$ cat config.mk
export PLATFORM = sky130hd
export DESIGN_NAME = hpm_top
export DESIGN_NICKNAME = d
export VERILOG_FILES = /design/src/core/hpm_pkg.sv /design/src/core/hpm_top.sv /design/src/core/hpm_sync.sv
export SDC_FILE = /design/constraint.sdc
export NUM_CORES = 1
export LEC_CHECK = 0
export ABC_AREA = 1
export BUFFER_PORTS_ARGS = -buffer_cell sky130_fd_sc_hd__buf_2
export CAP_MARGIN = 20
export CORE_UTILIZATION = 23
export DETAILED_ROUTE_END_ITERATION = 8
export PLACE_DENSITY = 0.48
export SETUP_SLACK_MARGIN = 0.2
export SLEW_MARGIN = 20
export SYNTH_ARGS = -nofsm -noshare
export SYNTH_HDL_FRONTEND = slang
export SYNTH_HIERARCHICAL = 1
export SYNTH_SLANG_ARGS = --single-unit
export TNS_END_PERCENT = 30
$ cat constraint.sdc
create_clock -name I_CLK -period 3.6 [get_ports I_CLK]
set_input_delay 0.54 -clock I_CLK [delete_from_list [all_inputs] [get_ports I_CLK]]
set_output_delay 0.54 -clock I_CLK [all_outputs]
set_load 0.01 [all_outputs]
$ cat src/core/hpm_pkg.sv
// hpm_pkg: constants, offsets, reset values and types of the host port block.
// assumes one 50 MHz clock; pin inputs are asynchronous to it.
//
// Behaviour
// - serial_port_select 0 gives the 8-bit parallel port, 1 the serial port.
// - bus_style_select high: data strobe plus direction; low: separate read/write strobes.
// - strobe pins are decoded according to bus_style_select.
// - irq_n is pulled low while any unmasked event is pending.
// - irq_n is released once no unmasked source is pending (cleared or masked) or the global enable is cleared.
// - a source reaches irq_n only if unmasked globally and at its own level.
// - master_reset_n low resets all registers and port logic.
// - parallel read drives host_data only while read strobe and chip select are low.
// - parallel write captures host_data at the end of the write strobe.
// - serial mode reuses data pins as serial clock, data in and data out.
package hpm_pkg;

   // default widths
   localparam int unsigned HOST_AW_DEF = 10;
   localparam int unsigned REG_AW_DEF = 4;
   localparam int unsigned SPI_ADDR_W = 7;

   // apb byte offsets
   localparam logic [11:0] OFF_IRQ_STATUS = 12'h000;
   localparam logic [11:0] OFF_IRQ_CLEAR = 12'h004;
   localparam logic [11:0] OFF_IRQ_ENABLE = 12'h008;
   localparam logic [11:0] OFF_CONTROL = 12'h00c;
   localparam logic [11:0] OFF_PORT_STATE = 12'h010;

   // interrupt source positions
   localparam int unsigned NUM_SRC = 4;
   localparam int unsigned SRC_FRAMER = 0;
   localparam int unsigned SRC_LINE = 1;
   localparam int unsigned SRC_BITERR = 2;
   localparam int unsigned SRC_HOSTWR = 3;

   // control and port state fields
   localparam int unsigned CTRL_GLOBAL_BIT = 0;
   localparam int unsigned PST_SPI_BIT = 0;
   localparam int unsigned PST_STYLE_BIT = 1;
   localparam int unsigned PST_BUSY_BIT = 2;

   // reset values
   localparam logic [NUM_SRC-1:0] RST_IRQ_STATUS = 4'h0;
   localparam logic [NUM_SRC-1:0] RST_IRQ_ENABLE = 4'h0;
   localparam logic RST_GLOBAL_EN = 1'b0;
   localparam logic [7:0] RST_REG_BYTE = 8'h00;

   // serial port: pin reuse and framing
   localparam int unsigned PIN_SCLK = 2;
   localparam int unsigned PIN_MOSI = 1;
   localparam int unsigned PIN_MISO = 0;
   localparam int unsigned SPI_RW_BIT = 7;
   localparam logic [2:0] SPI_LAST = 3'h7;

   // serial framing states, gray along idle, command, data, end
   typedef enum logic [1:0]
   {
      SPI_IDLE = 2'h0,
      SPI_CMD = 2'h1,
      SPI_DATA = 2'h3,
      SPI_END = 2'h2
   } hpm_spi_state_type;

endpackage

$ cat src/core/hpm_top.sv
// hpm_top: host port mode select, strobe decode, byte register file, serial
// slave, interrupt gating and apb control registers.
// assumes host pins asynchronous; event inputs and apb run on I_CLK.
//
// The implementer's own choices: register access over APB and the register addresses.
`timescale 1ns/100ps
`default_nettype none
module hpm_top
   import hpm_pkg::*;
#(
   parameter int unsigned HOST_AW = HOST_AW_DEF,
   parameter int unsigned REG_AW = REG_AW_DEF
)
(
   // clock, reset, enable
   input wire logic I_CLK,
   input wire logic I_RESETN,
   input wire logic I_CE,
   // mode pins
   input wire logic I_SERIAL_PORT_SELECT,
   input wire logic I_BUS_STYLE_SELECT,
   // host port pins
   input wire logic I_CHIP_SELECT_N,
   input wire logic I_READ_STROBE_N,
   input wire logic I_WRITE_STROBE_N,
   input wire logic [HOST_AW-1:0] I_HOST_ADDR,
   input wire logic [7:0] I_HOST_DATA,
   output logic [7:0] O_HOST_DATA,
   output logic [7:0] O_HOST_DATA_OE,
   // open-drain interrupt pin
   output logic O_IRQ_N,
   output logic O_IRQ_N_OE,
   // event sources
   input wire logic I_FRAMER_EVT,
   input wire logic I_LINE_EVT,
   input wire logic I_BITERR_EVT,
   // apb slave
   input wire logic I_PSEL,
   input wire logic I_PENABLE,
   input wire logic I_PWRITE,
   input wire logic [11:0] I_PADDR,
   input wire logic [31:0] I_PWDATA,
   output logic [31:0] O_PRDATA,
   output logic O_PREADY,
   output logic O_PSLVERR
);

   localparam int unsigned DEPTH = 1 << REG_AW;
   localparam int unsigned SW = 5 + HOST_AW + 8;
   localparam logic [SW-1:0] SYNC_RST = {2'h0, 3'h7, {(HOST_AW + 8){1'b0}}};

   // parameters the logic cannot serve
   if (REG_AW == 0 || REG_AW > SPI_ADDR_W || REG_AW > HOST_AW)
   begin : g_bad_width
      $error("hpm_top: REG_AW must be 1..7 and not above HOST_AW");
   end

   // synchronised pins
   logic [SW-1:0] sync_out;
   logic spi_sel_q;
   logic style_q;
   logic cs_n_q;
   logic rd_n_q;
   logic wr_n_q;
   logic [HOST_AW-1:0] addr_q;
   logic [7:0] data_q;

   hpm_sync #(.W(SW), .RST_VAL(SYNC_RST)) u_sync
   (
      .i_clk(I_CLK),
      .i_resetn(I_RESETN),
      .i_ce(I_CE),
      .i_async({I_SERIAL_PORT_SELECT, I_BUS_STYLE_SELECT, I_CHIP_SELECT_N,
                I_READ_STROBE_N, I_WRITE_STROBE_N, I_HOST_ADDR, I_HOST_DATA}),
      .o_sync(sync_out)
   );

   assign {spi_sel_q, style_q, cs_n_q, rd_n_q, wr_n_q, addr_q, data_q} = sync_out;

   // storage
   logic [7:0] regs_ff [DEPTH];
   logic [7:0] nxt_regs [DEPTH];

   // {read active, write active} for either strobe style
   function automatic logic [1:0] strobe_decode(input logic style, input logic rd_n,
                                                input logic wr_n);
      logic [1:0] res;
      if (style)
         res = {~rd_n & wr_n, ~rd_n & ~wr_n};
      else
         res = {~rd_n, ~wr_n};
      return res;
   endfunction

   // register byte shared by parallel and serial reads
   function automatic logic [7:0] read_byte(input logic [REG_AW-1:0] idx);
      return regs_ff[idx];
   endfunction

   // parallel strobe decode and write capture
   logic par_rd_act;
   logic par_wr_act;
   logic par_wr_pulse;
   logic par_hit;
   logic wr_act_prev_ff;
   logic cs_n_prev_ff;
   logic whit_ff;
   logic [REG_AW-1:0] widx_ff;
   logic [7:0] wdata_ff;
   logic nxt_wr_act_prev;
   logic nxt_cs_n_prev;
   logic nxt_whit;
   logic [REG_AW-1:0] nxt_widx;
   logic [7:0] nxt_wdata;

   assign {par_rd_act, par_wr_act} = strobe_decode(style_q, rd_n_q, wr_n_q);
   assign par_hit = (addr_q >> REG_AW) == '0;
   // end of write strobe while selected; select high blocks it
   assign par_wr_pulse = !spi_sel_q && wr_act_prev_ff && !par_wr_act && !cs_n_prev_ff;

   // address and data are held during the strobe so a short hold time is safe
   always_comb
   begin
      nxt_wr_act_prev = par_wr_act & ~cs_n_q;
      nxt_cs_n_prev = cs_n_q;
      nxt_whit = whit_ff;
      nxt_widx = widx_ff;
      nxt_wdata = wdata_ff;
      if (par_wr_act && !cs_n_q)
      begin
         nxt_whit = par_hit;
         nxt_widx = addr_q[REG_AW-1:0];
         nxt_wdata = data_q;
      end
   end

   always_ff @(posedge I_CLK or negedge I_RESETN)
   begin
      if (!I_RESETN)
      begin
         wr_act_prev_ff <= 1'b0;
         cs_n_prev_ff <= 1'b1;
         whit_ff <= 1'b0;
         widx_ff <= '0;
         wdata_ff <= RST_REG_BYTE;
      end
      else if (I_CE)
      begin
         wr_act_prev_ff <= nxt_wr_act_prev;
         cs_n_prev_ff <= nxt_cs_n_prev;
         whit_ff <= nxt_whit;
         widx_ff <= nxt_widx;
         wdata_ff <= nxt_wdata;
      end
   end

   // serial slave, mode 0, control byte then data byte
   hpm_spi_state_type spi_st_ff;
   hpm_spi_state_type nxt_spi_st;
   logic sclk_prev_ff;
   logic [2:0] spi_cnt_ff;
   logic [7:0] spi_sh_ff;
   logic [7:0] spi_tx_ff;
   logic [SPI_ADDR_W-1:0] spi_addr_ff;
   logic spi_rw_ff;
   logic spi_miso_ff;
   logic [2:0] nxt_spi_cnt;
   logic [7:0] nxt_spi_sh;
   logic [7:0] nxt_spi_tx;
   logic [SPI_ADDR_W-1:0] nxt_spi_addr;
   logic nxt_spi_rw;
   logic nxt_spi_miso;
   logic spi_wr_pulse;
   logic sclk_q;
   logic sclk_rise;
   logic sclk_fall;

   assign sclk_q = data_q[PIN_SCLK];
   assign sclk_rise = sclk_q & ~sclk_prev_ff;
   assign sclk_fall = ~sclk_q & sclk_prev_ff;

   always_comb
   begin
      nxt_spi_st = spi_st_ff;
      nxt_spi_cnt = spi_cnt_ff;
      nxt_spi_sh = spi_sh_ff;
      nxt_spi_tx = spi_tx_ff;
      nxt_spi_addr = spi_addr_ff;
      nxt_spi_rw = spi_rw_ff;
      nxt_spi_miso = spi_miso_ff;
      spi_wr_pulse = 1'b0;
      case (spi_st_ff)
         SPI_IDLE:
         begin
            nxt_spi_cnt = 3'h0;
            if (spi_sel_q && !cs_n_q)
               nxt_spi_st = SPI_CMD;
         end
         SPI_CMD:
         begin
            if (sclk_rise)
            begin
               nxt_spi_sh = {spi_sh_ff[6:0], data_q[PIN_MOSI]};
               nxt_spi_cnt = spi_cnt_ff + 3'h1;
               if (spi_cnt_ff == SPI_LAST)
               begin
                  nxt_spi_rw = nxt_spi_sh[SPI_RW_BIT];
                  nxt_spi_addr = nxt_spi_sh[SPI_ADDR_W-1:0];
                  nxt_spi_tx = ((nxt_spi_sh[SPI_ADDR_W-1:0] >> REG_AW) == '0) ?
                               read_byte(nxt_spi_sh[REG_AW-1:0]) : 8'h00;
                  nxt_spi_st = SPI_DATA;
               end
            end
         end
         SPI_DATA:
         begin
            // data out changes on the falling edge, ready for the next rise
            if (sclk_fall && spi_rw_ff)
            begin
               nxt_spi_miso = spi_tx_ff[7];
               nxt_spi_tx = {spi_tx_ff[6:0], 1'b0};
            end
            if (sclk_rise)
            begin
               nxt_spi_sh = {spi_sh_ff[6:0], data_q[PIN_MOSI]};
               nxt_spi_cnt = spi_cnt_ff + 3'h1;
               if (spi_cnt_ff == SPI_LAST)
               begin
                  spi_wr_pulse = !spi_rw_ff && ((spi_addr_ff >> REG_AW) == '0);
                  nxt_spi_st = SPI_END;
               end
            end
         end
         SPI_END:
            nxt_spi_cnt = 3'h0;
         default:
            nxt_spi_st = SPI_IDLE;
      endcase
      // deselect aborts any frame; one byte pair per select only
      if (cs_n_q || !spi_sel_q)
      begin
         nxt_spi_st = SPI_IDLE;
         nxt_spi_miso = 1'b0;
      end
   end

   always_ff @(posedge I_CLK or negedge I_RESETN)
   begin
      if (!I_RESETN)
      begin
         spi_st_ff <= SPI_IDLE;
         sclk_prev_ff <= 1'b0;
         spi_cnt_ff <= 3'h0;
         spi_sh_ff <= 8'h00;
         spi_tx_ff <= 8'h00;
         spi_addr_ff <= '0;
         spi_rw_ff <= 1'b0;
         spi_miso_ff <= 1'b0;
      end
      else if (I_CE)
      begin
         spi_st_ff <= nxt_spi_st;
         sclk_prev_ff <= sclk_q;
         spi_cnt_ff <= nxt_spi_cnt;
         spi_sh_ff <= nxt_spi_sh;
         spi_tx_ff <= nxt_spi_tx;
         spi_addr_ff <= nxt_spi_addr;
         spi_rw_ff <= nxt_spi_rw;
         spi_miso_ff <= nxt_spi_miso;
      end
   end

   // register file and host data pins
   logic [7:0] rd_data_ff;
   logic [7:0] oe_ff;
   logic [7:0] nxt_rd_data;
   logic [7:0] nxt_oe;

   always_comb
   begin
      for (int i = 0; i < DEPTH; i++)
         nxt_regs[i] = regs_ff[i];
      if (par_wr_pulse && whit_ff)
         nxt_regs[widx_ff] = wdata_ff;
      if (spi_wr_pulse)
         nxt_regs[spi_addr_ff[REG_AW-1:0]] = nxt_spi_sh;
      nxt_rd_data = 8'h00;
      nxt_oe = 8'h00;
      if (spi_sel_q)
      begin
         nxt_rd_data[PIN_MISO] = spi_miso_ff;
         nxt_oe[PIN_MISO] = !cs_n_q;
      end
      else
      begin
         nxt_rd_data = par_hit ? read_byte(addr_q[REG_AW-1:0]) : 8'h00;
         nxt_oe = {8{par_rd_act & ~cs_n_q}};
      end
   end

   always_ff @(posedge I_CLK or negedge I_RESETN)
   begin
      if (!I_RESETN)
      begin
         for (int i = 0; i < DEPTH; i++)
            regs_ff[i] <= RST_REG_BYTE;
         rd_data_ff <= 8'h00;
         oe_ff <= 8'h00;
      end
      else if (I_CE)
      begin
         for (int i = 0; i < DEPTH; i++)
            regs_ff[i] <= nxt_regs[i];
         rd_data_ff <= nxt_rd_data;
         oe_ff <= nxt_oe;
      end
   end

   assign O_HOST_DATA = rd_data_ff;
   assign O_HOST_DATA_OE = oe_ff;

   // apb registers and interrupt gating
   logic [NUM_SRC-1:0] status_ff;
   logic [NUM_SRC-1:0] enable_ff;
   logic glob_ff;
   logic irq_ff;
   logic ready_ff;
   logic err_ff;
   logic [31:0] prdata_ff;
   logic [NUM_SRC-1:0] nxt_status;
   logic [NUM_SRC-1:0] nxt_enable;
   logic [NUM_SRC-1:0] evt;
   logic [NUM_SRC-1:0] clr;
   logic nxt_glob;
   logic nxt_irq;
   logic nxt_ready;
   logic nxt_err;
   logic [31:0] nxt_prdata;
   logic apb_wr;

   function automatic logic apb_mapped(input logic [11:0] a);
      return a == OFF_IRQ_STATUS || a == OFF_IRQ_CLEAR || a == OFF_IRQ_ENABLE ||
             a == OFF_CONTROL || a == OFF_PORT_STATE;
   endfunction

   // ready is gated by the enable so a transfer completes only on a live edge
   assign O_PREADY = ready_ff & I_CE;
   assign O_PSLVERR = ready_ff & err_ff & I_CE;
   assign O_PRDATA = prdata_ff;
   assign apb_wr = I_PSEL & I_PENABLE & O_PREADY & I_PWRITE;

   always_comb
   begin
      evt = '0;
      evt[SRC_FRAMER] = I_FRAMER_EVT;
      evt[SRC_LINE] = I_LINE_EVT;
      evt[SRC_BITERR] = I_BITERR_EVT;
      evt[SRC_HOSTWR] = par_wr_pulse | spi_wr_pulse;
      clr = (apb_wr && I_PADDR == OFF_IRQ_CLEAR) ? I_PWDATA[NUM_SRC-1:0] : '0;
      nxt_status = (status_ff & ~clr) | evt; // set wins over clear
      nxt_enable = (apb_wr && I_PADDR == OFF_IRQ_ENABLE) ? I_PWDATA[NUM_SRC-1:0] : enable_ff;
      nxt_glob = (apb_wr && I_PADDR == OFF_CONTROL) ? I_PWDATA[CTRL_GLOBAL_BIT] : glob_ff;
      nxt_irq = glob_ff & |(status_ff & enable_ff);
      nxt_ready = ready_ff;
      nxt_err = err_ff;
      nxt_prdata = prdata_ff;
      if (I_PSEL && I_PENABLE && ready_ff)
         nxt_ready = 1'b0;
      else if (I_PSEL && !I_PENABLE)
      begin
         nxt_ready = 1'b1;
         nxt_err = !apb_mapped(I_PADDR);
         nxt_prdata = 32'h0000_0000;
         case (I_PADDR)
            OFF_IRQ_STATUS: nxt_prdata[NUM_SRC-1:0] = status_ff;
            OFF_IRQ_ENABLE: nxt_prdata[NUM_SRC-1:0] = enable_ff;
            OFF_CONTROL: nxt_prdata[CTRL_GLOBAL_BIT] = glob_ff;
            OFF_PORT_STATE:
            begin
               nxt_prdata[PST_SPI_BIT] = spi_sel_q;
               nxt_prdata[PST_STYLE_BIT] = style_q;
               nxt_prdata[PST_BUSY_BIT] = !cs_n_q;
            end
            default: nxt_prdata = 32'h0000_0000;
         endcase
      end
   end

   always_ff @(posedge I_CLK or negedge I_RESETN)
   begin
      if (!I_RESETN)
      begin
         status_ff <= RST_IRQ_STATUS;
         enable_ff <= RST_IRQ_ENABLE;
         glob_ff <= RST_GLOBAL_EN;
         irq_ff <= 1'b0;
         ready_ff <= 1'b0;
         err_ff <= 1'b0;
         prdata_ff <= 32'h0000_0000;
      end
      else if (I_CE)
      begin
         status_ff <= nxt_status;
         enable_ff <= nxt_enable;
         glob_ff <= nxt_glob;
         irq_ff <= nxt_irq;
         ready_ff <= nxt_ready;
         err_ff <= nxt_err;
         prdata_ff <= nxt_prdata;
      end
   end

   // open drain: only ever drives low
   assign O_IRQ_N = 1'b0;
   assign O_IRQ_N_OE = irq_ff;
endmodule
`default_nettype wire

$ cat src/core/hpm_sync.sv
// hpm_sync: three-stage synchroniser with agreement filter, one per bit.
// assumes asynchronous inputs; output changes once stages two and three agree.
`timescale 1ns/100ps
`default_nettype none
module hpm_sync
#(
   parameter int unsigned W = 1,
   parameter logic [W-1:0] RST_VAL = '0
)
(
   // clock, reset, enable
   input wire logic i_clk,
   input wire logic i_resetn,
   input wire logic i_ce,
   // data
   input wire logic [W-1:0] i_async,
   output logic [W-1:0] o_sync
);

   logic [W-1:0] meta_ff;
   logic [W-1:0] s2_ff;
   logic [W-1:0] s3_ff;
   logic [W-1:0] out_ff;
   logic [W-1:0] nxt_out;

   // a bit only moves when the last two stages agree, masking a late settle
   always_comb
   begin
      for (int b = 0; b < W; b++)
         nxt_out[b] = (s2_ff[b] == s3_ff[b]) ? s3_ff[b] : out_ff[b];
   end

   // meta_ff feeds s2_ff and nothing else
   always_ff @(posedge i_clk or negedge i_resetn)
   begin
      if (!i_resetn)
      begin
         meta_ff <= RST_VAL;
         s2_ff <= RST_VAL;
         s3_ff <= RST_VAL;
         out_ff <= RST_VAL;
      end
      else if (i_ce)
      begin
         meta_ff <= i_async;
         s2_ff <= meta_ff;
         s3_ff <= s2_ff;
         out_ff <= nxt_out;
      end
   end

   assign o_sync = out_ff;

endmodule
`default_nettype wire

==> results.json <==
{
  "status": "finished with violations",
  "failed_checks": "DRC",
  "placed_area_sq_um": 20200,
  "core_area_sq_um": 80700,
  "cp_cell_sequence": "ha_1 -> nor2_1 -> inv_2 -> nand3_2 -> o21ai_1 -> inv_1 -> nand2_1 -> nand3_1 -> nand2_1",
  "htreeDepth": 2,
  "clock_skew_ns": 0.0460,
  "synth_area_leaders": "dfrtp_1 37%, nand2_1 21%, nand3_1 9.9%",
  "synth_warnings": 6,
  "dieArea_sq_um": 82800,
  "area_growth_pct": 14.1,
  "hpwl_mm": 45.7,
  "cpMostUsedCell": "nand2_1",
  "tightest_slew_ns": 1.11,
  "crit_type": "flip-flop to flip-flop",
  "cts.sinks": 292,
  "port_buffers": 70,
  "die_h_microns": 288,
  "multi_input_comb_area_sq_um": 9640,
  "vias": 18339,
  "layout-drive-gt1-share": 0.0888,
  "root_buffer": "clkbuf_16",
  "cts_setup_buffers": 0,
  "place.gp.congestion": 0.903,
  "grt_first_pass_wirelength_mm": 106,
  "synth_top_cell_by_area": "dfrtp_1",
  "critPathTopFamily": "simple AND/OR/NAND/NOR gates",
  "cts_tree": "built",
  "fillers": 9004,
  "fin_crit_ns": 2.77,
  "finalCritPeriodShare": 0.768,
  "regArea_sq_um": 7330,
  "worst_skew_pair.late_latency_ns": 0.60,
  "ant_nets": 0,
  "critPathSlowestCell": "o21ai_1",
  "setup_viol": 0,
  "overflow": 0,
  "post_cts_resized": 0,
  "path_clk_slew_ns": 0.06,
  "power_density_nw_per_um2": 583,
  "fp-row-count": 104,
  "syn_area_per_cell_sq_um": 6.62,
  "start_kind": "flip-flop",
  "grt_pass1_vias": 16604,
  "antenna_cells": 0,
  "start_util": 0.233,
  "track_usage": 0.166,
  "numCtsBuffers": 38,
  "wl_per_cell_microns": 17.6,
  "slew_headroom": 0.258,
  "fmax_ghz": 0.362,
  "vdd.ir_drop.worst_v": 0.000329,
  "worst_ep_arrival_time_ns": 3.26,
  "total_leakage_power_uw": 0.0106,
  "routed_wl_mm": 69.1,
  "cp.required_ns": 4.10,
  "synth.cell_area_sq_um": 18800,
  "first_pass_iters": 7,
  "pin_count": 128,
  "viasPerCell": 4.66,
  "hold_violations": 0,
  "syn_inst": 2840,
  "final_area_sq_um": 21400,
  "ctsHoldBuffers": 0,
  "yosysSeqAreaShare": 0.390,
  "drc": 4,
  "drt-initial-drc-count": 1798,
  "ys_ff_latch": 292,
  "grt_max_degree": 225,
  "grt_antenna_before_repair": 0,
  "path_buf_inv": 2,
  "num-nets-final": 2928,
  "end_kind": "flip-flop",
  "ys_types": 34,
  "path_max_fanout": 16,
  "min-delay-path-class": "primary input to asynchronous set/reset pin",
  "tns_ns": 0,
  "clk_path_buf_depth": 3,
  "rsz0062_at_grt": "no",
  "fp.dieW_microns": 288,
  "max-cap-violations": 0,
  "report.final.slew_viol_count": 0,
  "synth_top_area_share": 0.372,
  "slowest_delay_ns": 0.64
}
worst paths after layout:
check	from	end	slack (ns)	cells past startpoint
max reg2reg	spi_st_ff[1]	regs_ff[90]	0.83	9
min reg2reg	u_sync/meta_ff[7]	u_sync/s2_ff[7]	0.45	2
max	spi_st_ff[1]	regs_ff[90]	0.83	9
min in group I_CLK	I_HOST_DATA[2]	u_sync/meta_ff[2]	0.15	3
max in group asynchronous	I_RESETN	regs_ff[17]	2.71	2
min	I_RESETN	regs_ff[110]	0.02	1
state kept, by name (all words and copies together), names as in the netlist, 2 cells and up:
| register | flops |
|---|---|
| O_HOST_DATA | 8 |
| O_HOST_DATA_OE | 2 |
| O_PRDATA | 4 |
| enable_ff | 4 |
| regs_ff | 128 |
| spi_addr_ff | 7 |
| spi_cnt_ff | 3 |
| spi_sh_ff | 8 |
| spi_st_ff | 2 |
| spi_tx_ff | 8 |
| status_ff | 4 |
| u_sync/meta_ff | 23 |
| u_sync/o_sync | 23 |
| u_sync/s2_ff | 23 |
| u_sync/s3_ff | 23 |
| wdata_ff | 8 |
| widx_ff | 4 |
stage by stage:
stage / util / worst slack [ns] / std cells / hold slack (ns) / power (uW)
after floorplan: - / 1.83 / 2868 / 0.244 / 6570
after global placement: 0.250 / 0.920 / 3865 / 0.460 / 8600
after detailed placement: 0.250 / 0.898 / 3865 / 0.462 / 8620
after CTS: 0.266 / 0.867 / 3932 / 0.0155 / 12600
after global routing: 0.266 / 0.663 / 3932 / 0.0713 / 13100
final: 0.266 / 0.834 / 3932 / 0.0171 / 12500
synthesized netlist by cell type (all sizes together):
cell	number
or2	1
dfrtp	279
clkbuf	81
dfstp	13
nor2	238
ha	7
nor4	1
o211ai	91
nand2	1064
a21oi	67
inv	246
nor3	7
conb	1
nand3	372
nand4	54
buf	113
o2111ai	1
clkinv	10
nand3b	4
o21ai	189
o22ai	1
where the power goes:
group          leakage, uW  total (uW)  switching [uW]  internal, uW
clock network     0.000609        3850            1610          2240
registers          0.00382        4180             490          3690
logic              0.00620        4460            3330          1130
total               0.0106       12500            5440          7060
metal layers:
layer / vias to the layer above / global-route usage / share of wire
li1: 9105 / - / -
met1: 8536 / 0.235 / 0.46
met2: 589 / 0.256 / 0.45
met3: 109 / 0.0215 / 0.060
met4: 0 / 0.0630 / 0.035
met5: - / 0 / 0
cell usage in the layout (no fill, tap or decap), types with 2 or more instances in the layout:
cell          n
nor2_2       10
nor3_1        7
nor2_1      220
conb_1       29
nand2_1    1064
clkinv_16     2
buf_4        54
a21oi_1      67
buf_2        68
dfrtp_4       2
inv_1       233
o21ai_0     182
nand3_1     370
nand4_2       5
nand3b_1      4
nor2_4        7
ha_1          7
clkbuf_16    38
inv_2        12
nand3_2       2
clkinv_1     10
clkbuf_1     11
clkbuf_8     10
nand4_4      11
dfrtp_1     275
buf_12        7
o21ai_1       6
dfstp_2      13
nand4_1      38
clkinv_2      4
dfrtp_2       2
o211ai_1     91
cell families after synthesis:
family,count (synthesis),synth area share
AOI/OAI and AO/OA,349,0.106
adders and majority gates,7,0.00466
buffers and inverters,450,0.103
DFF,292,0.390
other,1,0.000200
and+or+nand+nor,1741,0.397
layout make-up:
| type | count | share of cell area |
|---|---|---|
| sequential | 292 | 0.342 |
| clock buffer | 58 | 0.0521 |
| inverter | 256 | 0.0451 |
| tap | 1060 | 0.0619 |
| timing repair buffer | 131 | 0.0427 |
| multi-input combinational | 2126 | 0.450 |
| clock inverter | 9 | 0.00642 |
(Power assumes the default switching activity.)
